[src/include/dsad_cfg.svh]
`ifndef DSAD_CFG_SVH
`define DSAD_CFG_SVH

// Region bounds of the 64 KiB data space.
`define DSAD_REG_BASE        16'h0000
`define DSAD_REG_TOP         16'h001f
`define DSAD_IO_BASE         16'h0020
`define DSAD_IO_TOP          16'h005f
`define DSAD_XIO_BASE        16'h0060
`define DSAD_XIO_TOP         16'h00ff
`define DSAD_IRAM_BASE       16'h0100
`define DSAD_IRAM_TOP_SMALL  16'h10ff
`define DSAD_IRAM_TOP_LARGE  16'h20ff
`define DSAD_XRAM_BASE_SMALL 16'h1100
`define DSAD_XRAM_BASE_LARGE 16'h2100
`define DSAD_XRAM_TOP        16'hffff

// Extra cycles of an external access, base and per wait state.
`define DSAD_BYTE_EXTRA      4'h1
`define DSAD_BYTE_PER_WS     4'h1
`define DSAD_PC_EXTRA        4'h3
`define DSAD_PC_PER_WS       4'h2

// Value returned by a read of disabled external space.
`define DSAD_UNDEF_RDATA     8'hff

// Reset values of the data outputs.
`define DSAD_RST_ADDR        16'h0000
`define DSAD_RST_DATA        8'h00

`endif

[src/include/dsad_pkg.sv]
package dsad_pkg;

    // Region selected by a data-space address.
    typedef enum logic [2:0] {
        DSAD_RG_REG  = 3'b000,
        DSAD_RG_IO   = 3'b001,
        DSAD_RG_XIO  = 3'b010,
        DSAD_RG_IRAM = 3'b011,
        DSAD_RG_XRAM = 3'b100
    } dsad_region_t;

    // Addressing mode of the access.
    typedef enum logic [2:0] {
        DSAD_AM_DIRECT  = 3'b000,
        DSAD_AM_DISP    = 3'b001,
        DSAD_AM_INDIR   = 3'b010,
        DSAD_AM_PREDEC  = 3'b011,
        DSAD_AM_POSTINC = 3'b100
    } dsad_mode_t;

    // Pointer pair used by indirect modes.
    typedef enum logic [1:0] {
        DSAD_PT_X = 2'b00,
        DSAD_PT_Y = 2'b01,
        DSAD_PT_Z = 2'b10
    } dsad_ptr_t;

    // Kind of transfer: one data byte, one stack byte, or a PC save/restore.
    typedef enum logic [1:0] {
        DSAD_KD_DATA  = 2'b00,
        DSAD_KD_STACK = 2'b01,
        DSAD_KD_PC    = 2'b10
    } dsad_kind_t;

    // Sequencer states.
    typedef enum logic [1:0] {
        DSAD_ST_IDLE = 2'b00,
        DSAD_ST_INT  = 2'b01,
        DSAD_ST_EXT  = 2'b10,
        DSAD_ST_VOID = 2'b11
    } dsad_state_t;

endpackage

[src/hdl/dsad_top.sv]
// What this block does
// - Addresses 0x0000 to 0x001F select the 32 working registers.
// - Addresses 0x0020 to 0x005F select the 64 standard I/O registers.
// - Extended I/O 0x060 to 0x0FF is reachable only by data-space accesses.
// - Internal SRAM spans 0x0100 to 0x10FF, or to 0x20FF when large.
// - External memory runs from just above internal SRAM up to 0xFFFF.
// - Accesses above internal memory go external with the same request.
// - External strobes stay inactive throughout every internal access.
// - External SRAM is used only while the enable bit is set.
// - An external byte costs one cycle more than an internal one.
// - With external stack, PC save or restore costs three extra cycles.
// - With one to three wait states a byte costs two to four extra.
// - With waits and external stack, PC transfers cost five, seven, nine.
// - Displacement mode adds an unsigned offset up to 63 to X, Y or Z.
// - Pre-decrement lowers the pointer before use; post-increment after.
// - Registers R26 to R31 form the 16-bit pointers X, Y and Z.
// - Direct addressing reaches every location of the data space.
// - An internal access completes in two clock cycles.
`timescale 1ns/1ps
`default_nettype none
`include "dsad_cfg.svh"

module dsad_top
    import dsad_pkg::*;
#(
    parameter bit LARGE = 1'b0
)
(
    input  wire logic         clk_i,
    input  wire logic         rst_i,
    input  wire logic         req_i,
    input  wire logic         we_i,
    input  wire dsad_kind_t   kind_i,
    input  wire dsad_mode_t   mode_i,
    input  wire dsad_ptr_t    ptr_sel_i,
    input  wire logic         short_io_i,
    input  wire logic [5:0]   short_io_addr_i,
    input  wire logic [15:0]  direct_addr_i,
    input  wire logic [5:0]   disp_i,
    input  wire logic [15:0]  x_ptr_i,
    input  wire logic [15:0]  y_ptr_i,
    input  wire logic [15:0]  z_ptr_i,
    input  wire logic [7:0]   wdata_i,
    input  wire logic         ext_mem_enable_bit_i,
    input  wire logic [1:0]   wait_states_i,
    input  wire logic [7:0]   int_rdata_i,
    input  wire logic [7:0]   ext_data_i,
    output logic              busy_o,
    output logic              done_o,
    output logic [7:0]        rdata_o,
    output var dsad_region_t  region_o,
    output logic [15:0]       addr_o,
    output logic              ptr_wb_en_o,
    output var dsad_ptr_t     ptr_wb_sel_o,
    output logic [15:0]       ptr_wb_val_o,
    output logic              int_sel_o,
    output logic              int_we_o,
    output logic [15:0]       int_addr_o,
    output logic [7:0]        int_wdata_o,
    output logic [15:0]       ext_addr_o,
    output logic [7:0]        ext_data_o,
    output logic              ext_data_oe_o,
    output logic              ext_read_strobe_n_o,
    output logic              ext_write_strobe_n_o
);

    // Picks the pointer pair named by the request.
    function automatic logic [15:0] dsad_ptr_val(input dsad_ptr_t sel,
                                                 input logic [15:0] x,
                                                 input logic [15:0] y,
                                                 input logic [15:0] z);
        case (sel)
            DSAD_PT_X: return x;
            DSAD_PT_Y: return y;
            default:   return z;
        endcase
    endfunction

    // Forms the effective address from mode, pointer and offsets.
    function automatic logic [15:0] dsad_eff(input dsad_mode_t m,
                                             input logic [15:0] p,
                                             input logic [15:0] dir,
                                             input logic [5:0]  dsp);
        case (m)
            DSAD_AM_DIRECT: return dir;
            DSAD_AM_DISP:   return p + {10'h000, dsp};
            DSAD_AM_PREDEC: return p - 16'h0001;
            default:        return p;
        endcase
    endfunction

    // Extra cycles that an external transfer costs on top of internal.
    function automatic logic [3:0] dsad_extra(input dsad_kind_t k,
                                              input logic [1:0] ws);
        if (k == DSAD_KD_PC)
            return `DSAD_PC_EXTRA
                   + `DSAD_PC_PER_WS * {2'b00, ws};
        else
            return `DSAD_BYTE_EXTRA
                   + `DSAD_BYTE_PER_WS * {2'b00, ws};
    endfunction

    logic [15:0]  ptr_cur;
    logic [15:0]  eff_addr;
    dsad_region_t eff_region;
    logic         take;
    logic         goes_ext;

    dsad_state_t  state_q;
    dsad_state_t  state_d;
    logic [3:0]   cnt_q;
    logic [3:0]   cnt_d;
    logic         we_q;
    logic [7:0]   ext_meta_q;
    logic [7:0]   ext_sync_q;

    // Current pointer and the address it yields.
    assign ptr_cur = dsad_ptr_val(ptr_sel_i, x_ptr_i, y_ptr_i, z_ptr_i);
    assign eff_addr = short_io_i
                    ? (`DSAD_IO_BASE + {10'h000, short_io_addr_i})
                    : dsad_eff(mode_i, ptr_cur, direct_addr_i, disp_i);
    assign take = req_i && (state_q == DSAD_ST_IDLE);

    dsad_region_decode #(
        .LARGE (LARGE)
    ) u_decode (
        .addr_i   (eff_addr),
        .region_o (eff_region)
    );

    // Same request path goes external purely by address.
    assign goes_ext = (eff_region == DSAD_RG_XRAM);

    // Next state and cycle count of the sequencer.
    always_comb
    begin
        state_d = state_q;
        cnt_d = cnt_q;
        case (state_q)
            DSAD_ST_IDLE:
            begin
                if (take && goes_ext && ext_mem_enable_bit_i)
                begin
                    state_d = DSAD_ST_EXT;
                    cnt_d = dsad_extra(kind_i, wait_states_i);
                end
                else if (take && goes_ext)
                begin
                    state_d = DSAD_ST_VOID;
                end
                else if (take)
                begin
                    state_d = DSAD_ST_INT;
                end
            end
            DSAD_ST_EXT:
            begin
                if (cnt_q == 4'h0)
                    state_d = DSAD_ST_IDLE;
                else
                    cnt_d = cnt_q - 4'h1;
            end
            default:
            begin
                state_d = DSAD_ST_IDLE;
            end
        endcase
    end

    // Sequencer registers.
    always_ff @(posedge clk_i)
    begin
        if (rst_i)
        begin
            state_q <= DSAD_ST_IDLE;
            cnt_q <= 4'h0;
        end
        else
        begin
            state_q <= state_d;
            cnt_q <= cnt_d;
        end
    end

    // Busy flag shows that no new request is taken.
    always_ff @(posedge clk_i)
    begin
        if (rst_i)
            busy_o <= 1'b0;
        else
            busy_o <= (state_d != DSAD_ST_IDLE);
    end

    // Latches the decoded address, region and direction of a request.
    always_ff @(posedge clk_i)
    begin
        if (rst_i)
        begin
            addr_o <= `DSAD_RST_ADDR;
            region_o <= DSAD_RG_REG;
            we_q <= 1'b0;
        end
        else if (take)
        begin
            addr_o <= eff_addr;
            region_o <= eff_region;
            we_q <= we_i;
        end
    end

    // Pointer write-back: the decremented or incremented pair.
    always_ff @(posedge clk_i)
    begin
        if (rst_i)
        begin
            ptr_wb_en_o <= 1'b0;
            ptr_wb_sel_o <= DSAD_PT_X;
            ptr_wb_val_o <= `DSAD_RST_ADDR;
        end
        else
        begin
            ptr_wb_en_o <= take && !short_io_i
                         && ((mode_i == DSAD_AM_PREDEC)
                          || (mode_i == DSAD_AM_POSTINC));
            if (take)
            begin
                ptr_wb_sel_o <= ptr_sel_i;
                if (mode_i == DSAD_AM_PREDEC)
                    ptr_wb_val_o <= ptr_cur - 16'h0001;
                else
                    ptr_wb_val_o <= ptr_cur + 16'h0001;
            end
        end
    end

    // Internal memory port, selected for one cycle of an internal access.
    always_ff @(posedge clk_i)
    begin
        if (rst_i)
        begin
            int_sel_o <= 1'b0;
            int_we_o <= 1'b0;
            int_addr_o <= `DSAD_RST_ADDR;
            int_wdata_o <= `DSAD_RST_DATA;
        end
        else
        begin
            int_sel_o <= (state_d == DSAD_ST_INT);
            int_we_o <= (state_d == DSAD_ST_INT) && we_i;
            if (take && !goes_ext)
            begin
                int_addr_o <= eff_addr;
                int_wdata_o <= wdata_i;
            end
        end
    end

    // External address and data bus, driven only for external accesses.
    always_ff @(posedge clk_i)
    begin
        if (rst_i)
        begin
            ext_addr_o <= `DSAD_RST_ADDR;
            ext_data_o <= `DSAD_RST_DATA;
            ext_data_oe_o <= 1'b0;
        end
        else
        begin
            if (take && goes_ext && ext_mem_enable_bit_i)
            begin
                ext_addr_o <= eff_addr;
                ext_data_o <= wdata_i;
            end
            ext_data_oe_o <= (state_d == DSAD_ST_EXT)
                           && (take ? we_i : we_q);
        end
    end

    // Strobes are low only in the external state; high otherwise.
    always_ff @(posedge clk_i)
    begin
        if (rst_i)
        begin
            ext_read_strobe_n_o <= 1'b1;
            ext_write_strobe_n_o <= 1'b1;
        end
        else
        begin
            ext_read_strobe_n_o <= !((state_d == DSAD_ST_EXT)
                                  && !(take ? we_i : we_q));
            ext_write_strobe_n_o <= !((state_d == DSAD_ST_EXT)
                                   && (take ? we_i : we_q));
        end
    end

    // Two-stage capture of the external data pins.
    always_ff @(posedge clk_i)
    begin
        if (rst_i)
        begin
            ext_meta_q <= `DSAD_RST_DATA;
            ext_sync_q <= `DSAD_RST_DATA;
        end
        else
        begin
            ext_meta_q <= ext_data_i;
            ext_sync_q <= ext_meta_q;
        end
    end

    // Completion pulse and read data of the finished access.
    always_ff @(posedge clk_i)
    begin
        if (rst_i)
        begin
            done_o <= 1'b0;
            rdata_o <= `DSAD_RST_DATA;
        end
        else
        begin
            done_o <= 1'b0;
            case (state_q)
                DSAD_ST_INT:
                begin
                    done_o <= 1'b1;
                    if (!we_q)
                        rdata_o <= int_rdata_i;
                end
                DSAD_ST_EXT:
                begin
                    if (cnt_q == 4'h0)
                    begin
                        done_o <= 1'b1;
                        if (!we_q)
                            rdata_o <= ext_sync_q;
                    end
                end
                DSAD_ST_VOID:
                begin
                    done_o <= 1'b1;
                    if (!we_q)
                        rdata_o <= `DSAD_UNDEF_RDATA;
                end
                default:
                begin
                    done_o <= 1'b0;
                end
            endcase
        end
    end

endmodule
`default_nettype wire

[src/hdl/dsad_region_decode.sv]
`timescale 1ns/1ps
`default_nettype none
`include "dsad_cfg.svh"

module dsad_region_decode
    import dsad_pkg::*;
#(
    parameter bit LARGE = 1'b0
)
(
    input  wire logic [15:0] addr_i,
    output var  dsad_region_t region_o
);

    // Tells whether an address lies inside an inclusive range.
    function automatic logic dsad_in(input logic [15:0] a,
                                     input logic [15:0] lo,
                                     input logic [15:0] hi);
        return (a >= lo) && (a <= hi);
    endfunction

    // Upper end of internal SRAM for the chosen variant.
    localparam logic [15:0] IRAM_TOP = LARGE ? `DSAD_IRAM_TOP_LARGE
                                             : `DSAD_IRAM_TOP_SMALL;
    localparam logic [15:0] XRAM_BASE = LARGE ? `DSAD_XRAM_BASE_LARGE
                                              : `DSAD_XRAM_BASE_SMALL;

    // Priority chain from the lowest region upward.
    always_comb
    begin
        if (dsad_in(addr_i, `DSAD_REG_BASE, `DSAD_REG_TOP))
            region_o = DSAD_RG_REG;
        else if (dsad_in(addr_i, `DSAD_IO_BASE, `DSAD_IO_TOP))
            region_o = DSAD_RG_IO;
        else if (dsad_in(addr_i, `DSAD_XIO_BASE, `DSAD_XIO_TOP))
            region_o = DSAD_RG_XIO;
        else if (dsad_in(addr_i, `DSAD_IRAM_BASE, IRAM_TOP))
            region_o = DSAD_RG_IRAM;
        else if (dsad_in(addr_i, XRAM_BASE, `DSAD_XRAM_TOP))
            region_o = DSAD_RG_XRAM;
        else
            region_o = DSAD_RG_XRAM;
    end

endmodule
`default_nettype wire

[config.mk]
export PLATFORM = sky130hd
export DESIGN_NAME = dsad_top
export DESIGN_NICKNAME = d
export VERILOG_FILES = /design/src/include/dsad_pkg.sv /design/src/hdl/dsad_top.sv /design/src/hdl/dsad_region_decode.sv
export VERILOG_INCLUDE_DIRS = /design/src /design/src/include
export SDC_FILE = /design/constraint.sdc
export NUM_CORES = 1
export LEC_CHECK = 0
export CAP_MARGIN = 20
export CORE_MARGIN = 10
export CORE_UTILIZATION = 25
export DETAILED_ROUTE_END_ITERATION = 10
export DONT_BUFFER_PORTS = 1
export PLACE_DENSITY = 0.37
export SLEW_MARGIN = 10
export SYNTH_ARGS = -nofsm -noshare
export SYNTH_HDL_FRONTEND = slang
export SYNTH_HIERARCHICAL = 1
export SYNTH_SLANG_ARGS = --single-unit
[constraint.sdc]
create_clock -name clk_i -period 7.92 [get_ports clk_i]
set_input_delay 1.584 -clock clk_i [delete_from_list [all_inputs] [get_ports clk_i]]
set_output_delay 1.584 -clock clk_i [all_outputs]
set_load 0.02 [all_outputs]
Word level (Yosys, flattened, before mapping):

Cells that the tools add are included.

* input port bits: 115
* logic and storage cells: 108
* bits in registers: 124
* output and inout bits: 101

* reductions and logical operators: 29
* magnitude comparators: 8
* equality and inequality tests: 17
* muxes and demuxes: 25
* add/subtract/negate cells: 7

Operators by type and width (count)
* 16-bit case mux with 3 select lines: 1
* 16-bit two-way mux: 2
* 8-bit two-way mux: 4
* 16-bit case mux with 2 select lines: 1
* 8-bit case mux with 3 select lines: 1
* 16-bit by 1-bit adder with 16-bit output, second input constant: 1
* 16-bit by 6-bit adder with 16-bit output: 1
* 16-bit by 1-bit greater-or-equal comparator with 1-bit output, second input constant: 1
* 16-bit by 6-bit greater-or-equal comparator with 1-bit output, second input constant: 1
* 16-bit by 7-bit greater-or-equal comparator with 1-bit output, second input constant: 1
* 16-bit by 9-bit greater-or-equal comparator with 1-bit output, second input constant: 1
* 16-bit by 13-bit <= comparator with 1-bit output, second input constant: 1
* 16-bit by 5-bit <= comparator with 1-bit output, second input constant: 1
* 16-bit by 7-bit <= comparator with 1-bit output, second input constant: 1
* 16-bit by 8-bit <= comparator with 1-bit output, second input constant: 1
* 16-bit by 1-bit subtractor with 16-bit output, second input constant: 1
* 1-bit logical AND: 13
* 3-bit two-way mux: 4
* 4-bit two-way mux: 3
* 2-bit inequality test, second input constant: 5
* 2-bit == test, second input constant: 4
* 2-bit two-way mux: 4
* 4-bit case mux with 2 select lines: 1
* 6-bit by 6-bit adder with 7-bit output, first input constant: 1
* 21 further kinds: 31

Longest topological paths before layout:

* word-level depth: 19
* mapped depth: 24
* mapped depth without buffers: 21

Modules after synthesis:

Netlist, hierarchy kept.

By module, submodules not included
* dsad_top: area an instance 6568.8 µm², cells an instance 838, times used 1
* dsad_region_decode: area an instance 56.3 µm², cells an instance 8, times used 1

Worst setup path before layout:

Ideal clock, no wire load.

* path kind: input-to-reg
* start: in ptr_sel_i[0]
* end: reg ext_addr_o[9]
* stages: 21
* arrival: 6003 ps
* setup slack: 1843 ps
* cells stage by stage: buf_6 > buf_4 > mux2i_1 > o21a_1 > clkinv_1 > ha_1 > a21oi_1 > o21a_1 > o31a_1 > nor3_1 > mux2_2 > o221a_2 > or4_4 > nor2_1 > a21oi_1 > nor3b_1 > and3_1 > clkbuf_1 > clkbuf_1 > nand2_1 > o21ai_0

* cells in the longest elaborated chain, start to end: 14
* elaborated cells between the ends (all ways): 26
* those cells by class: add/sub (2); order compare (8); eq/ne (2); mux (7); reduce/logical (7)

Ends and longest elaborated chain
* start, declared: RTL line dsad_top.sv:35 `input wire dsad_ptr_t ptr_sel_i,`
* 2-bit by 1-bit == test with 1-bit output or 2-bit logical NOT (tied branches): RTL line dsad_top.sv:72 `case (sel)`
* 16-bit case mux with 2 select lines (*): RTL line dsad_top.sv:72
* 16-bit by 1-bit subtractor with 16-bit output or 16-bit by 6-bit adder with 16-bit output (tied branches): RTL line dsad_top.sv:87, dsad_top.sv:86
* 16-bit case mux with 3 select lines (*): RTL line dsad_top.sv:84 `case (m)`
* 16-bit two-way mux (*): RTL line dsad_top.sv:119 `assign eff_addr = short_io_i`
* via eff_addr[10]: RTL line dsad_top.sv:104 `logic [15:0] eff_addr;`
* 16-bit by 9-bit greater-or-equal comparator with 1-bit output or 16-bit by 13-bit <= comparator with 1-bit output (tied branches): RTL line dsad_region_decode.sv:19 `return (a >= lo) && (a <= hi);`
* 1-bit logical AND: RTL line dsad_region_decode.sv:19
* 3-bit two-way mux: RTL line dsad_region_decode.sv:37 `` else if (dsad_in(addr_i, `DSAD_IRAM_BASE, IRAM_TOP)) ``
* 3-bit two-way mux: RTL line dsad_region_decode.sv:35 `` else if (dsad_in(addr_i, `DSAD_XIO_BASE, `DSAD_XIO_TOP)) ``
* 3-bit two-way mux: RTL line dsad_region_decode.sv:33 `` else if (dsad_in(addr_i, `DSAD_IO_BASE, `DSAD_IO_TOP)) ``
* 3-bit two-way mux (*): RTL line dsad_region_decode.sv:31 `` if (dsad_in(addr_i, `DSAD_REG_BASE, `DSAD_REG_TOP)) ``
* via eff_region[0]: RTL line dsad_top.sv:105 `dsad_region_t eff_region;`
* 3-bit == test (*): RTL line dsad_top.sv:132 `assign goes_ext = (eff_region == DSAD_RG_XRAM);`
* 1-bit logical AND (*) (2 in a row): RTL line dsad_top.sv:269 `if (take && goes_ext && ext_mem_enable_bit_i)`
* end signal, assigned: RTL line dsad_top.sv:263 `` ext_addr_o <= `DSAD_RST_ADDR; ``
* end signal, assigned: RTL line dsad_top.sv:271 `ext_addr_o <= eff_addr;`
* end, declared: RTL line dsad_top.sv:60 `output logic [15:0] ext_addr_o,`

Mark *: on every way through the listed nets, which the timed path passes. The rest lies on a longest branch.
A chain may end at the register's enable or synchronous reset.

Worst setup path in the final report:

* start: in ptr_sel_i[0]
* end: reg ext_addr_o[6]

The elaborated chain is that of the path after synthesis.

==> flow_metrics.env <==
export IMPL_status="finished, final reports clean"
export IMPL_clockRootBuffer="sky130_fd_sc_hd__clkbuf_16"
export IMPL_internal_power_mw=1.22
export IMPL_cts_hold_buf=0
export IMPL_drc_errors=0
export IMPL_critical_path_max_stage_delay_ns=0.58
export IMPL_worst_slew_pin_transition_ns=0.918
export IMPL_fp_dieArea_mm2=0.0334
export IMPL_io_buffer_count=0
export IMPL_number_of_instances_in_the_synthesized_netlist=843
export IMPL_half_perimeter_wire_length_after_detailed_placement_um=20000
export IMPL_clk_latency_ns=0.42
export IMPL_drt_iter0_drc=429
export IMPL_critPathMostFrequentCell="sky130_fd_sc_hd__a21oi_1"
export IMPL_antenna_left=0
export IMPL_placement_rows=59
export IMPL_share_of_final_layout_standard_cells_stronger_than_drive_strength_1_pct=8.71
export IMPL_synth_area_per_cell_um2=7.85
export IMPL_clk_transition_reported_paths_ns=0.07
export IMPL_grt_start_max_net_pins=122
export IMPL_p_comb_share_pct=16.1
export IMPL_critical_path_slowest_cell="sky130_fd_sc_hd__nor3b_1"
export IMPL_worst_setup_path_start_kind="input port"
export IMPL_grt_antenna_before_repair=2
export IMPL_timing_final_hold_violations=0
export IMPL_initial_core_util_pct=25.4
export IMPL_drt_pre_antenna_iters=5
export IMPL_path_cells="mux2i_1 -> o21a_1 -> clkinv_1 -> ha_1 -> o21ai_0 -> o21bai_1 -> and2_1 -> a2111oi_0 -> a21oi_1 -> inv_1 -> or4_4 -> nor2_1 -> a21oi_1 -> nor3b_1 -> nand3_1 -> buf_4 -> or3_1 -> a21oi_1"
export IMPL_finalCritPeriodShare_pct=81.8
export IMPL_core_area_mm2=0.0261
export IMPL_timing_critical_path_to_type="register"
export IMPL_critical_path_required_ns=8.27
export IMPL_irDropWorstVdd_uv=116
export IMPL_final_min_clock_period_ns=6.48
export IMPL_clock_power_share_pct=42.4
export IMPL_fin_hold_ws_ns=0.438
export IMPL_max_slew_margin_rel_pct=38.8
export IMPL_ports=216
export IMPL_postCtsSetupRepairBufs=0
export IMPL_fin_tns_setup_ns=0
export IMPL_final_cell_utilization_of_the_core_pct=28.5
export IMPL_maxSlewViolCount=0
export IMPL_dpl_cell_area_mm2=0.00683
export IMPL_dpl_worst_slack_ns=0.889
export IMPL_cts_resized=0
export IMPL_flow_area_growth_from_synthesis_pct=12.3
export IMPL_clock_sinks=124
export IMPL_postLayoutCellArea_mm2=0.00742
export IMPL_setup_repair_after_global_routing_missed_its_margin="no"
export IMPL_fin_nets=940
export IMPL_cts_made_buffers=17
export IMPL_cts_path_max_buffers=2
export IMPL_power_per_cell_area_mw_per_mm2=245
export IMPL_synth_cell_area_mm2=0.00661
export IMPL_die_width_um=183
export IMPL_global_route_usage_total_pct=15.4
export IMPL_total_switching_power_mw=0.602
export IMPL_pwr_share_seq_pct=41.4
export IMPL_maxCapViolations=0
export IMPL_first_pass_grt_wire_length_um=39400
export IMPL_cp_arrival_ns=6.83
export IMPL_detail_route_wl_per_cell_um=22.8
export IMPL_fillCellCount=2845
export IMPL_timing_worst_setup_path_type="input port to register"
export IMPL_vias_in_the_first_global_route=6011
export IMPL_min_delay_path_class="register to register"
export IMPL_max_clock_freq_mhz=154
export IMPL_fin_worst_skew_ns=0.0118
export IMPL_route_final_wire_length_um=26500
export IMPL_number_of_vias_after_detailed_routing=5960
export IMPL_grt_overflow=0
export IMPL_clock_tree_htree_level_count=4
export IMPL_layout_setup_ws_ns=1.44
export IMPL_syn_num_nets=969
export IMPL_post_drt_via_cell_ratio=5.12
export IMPL_tritoncts="built"
export IMPL_yosys_warnings=6
export IMPL_chipHeight_um=183
export IMPL_power_switching_fraction_pct=33.1
export IMPL_finalWeightedCongestion=0.885
export IMPL_cp_max_fo=19
export IMPL_timing_final_setup_violations=0
export IMPL_power_static_leakage_nw=2.56
-- layout make-up --
| cell class | instances | area (um^2) | share of cell area (%) |
|---|---|---|---|
| clock buffer | 17 | 425 | 5.73 |
| tap | 335 | 419 | 5.65 |
| multi-input combinational | 645 | 3810 | 51.3 |
| timing repair buffer | 8 | 65.1 | 0.876 |
| antenna | 1 | 2.50 | 0.0337 |
| sequential | 124 | 2480 | 33.4 |
| clock inverter | 15 | 153 | 2.06 |
| inverter | 18 | 70.1 | 0.944 |
-- worst max-delay path, delay by kind of cell --
family | cells | cell delay [ns]
compound gates | 7 | 1.50
buf+inv | 3 | 0.78
fa+ha+maj | 1 | 0.44
simple gates | 6 | 2.35
mux | 1 | 0.17
-- power by group through the flow --
stage          Sequential [mW]  Clock [mW]  Combinational, mW
2_1_floorplan            0.749           0              0.235
3_3_place_gp             0.772           0              0.297
3_5_place_dp             0.772           0              0.295
4_1_cts                  0.758       0.794              0.296
5_1_grt                  0.762       0.823              0.333
6_report                 0.754       0.772              0.293
-- per-layer routing --
metal | up-vias | routed length (um) | track usage [%]
li1 | 2924 | - | -
met1 | 2824 | 11500 | 19.0
met2 | 192 | 12500 | 24.9
met3 | 18 | 2230 | 5.62
met4 | 2 | 271 | 3.58
met5 | - | 13 | 0
-- registers in the layout (all words and copies together), names as in the netlist, 2 cells and up --
signal and count:
addr_o 16, cnt_q 4, ext_addr_o 16, ext_data_o 8, ext_meta_q 8, ext_sync_q 8, int_addr_o 16, int_wdata_o 8
ptr_wb_sel_o 2, ptr_wb_val_o 16, rdata_o 8, region_o 3, state_q 2
-- worst paths after layout --
check	to	from	slack, ns	cells past startpoint
worst max-delay path	ext_addr_o[6]	ptr_sel_i[0]	1.44	18
worst max register to register	ext_addr_o[6]	state_q[1]	4.96	6
worst min register to register	ext_sync_q[3]	ext_meta_q[3]	0.44	1
worst min-delay path	ext_sync_q[3]	ext_meta_q[3]	0.44	1
-- stage by stage --
step                std cells  total power [mW]
detailed placement       1129              1.07
CTS                      1161              1.85
finish                   1163              1.82
floorplan                 843             0.984
global placement         1128              1.07
global route             1162              1.92
-- layout by cell type (no fill, tap or decap), drive strengths merged, types with 17 or more instances in the layout --
cell / instances
inv: 26
clkbuf: 17
dfxtp: 124
nor3: 17
nand2: 161
nor2b: 21
nand3b: 17
xnor2: 21
a21oi: 101
o21ai: 52
mux2i: 23
nor2: 57
(Power assumes the default switching activity.)
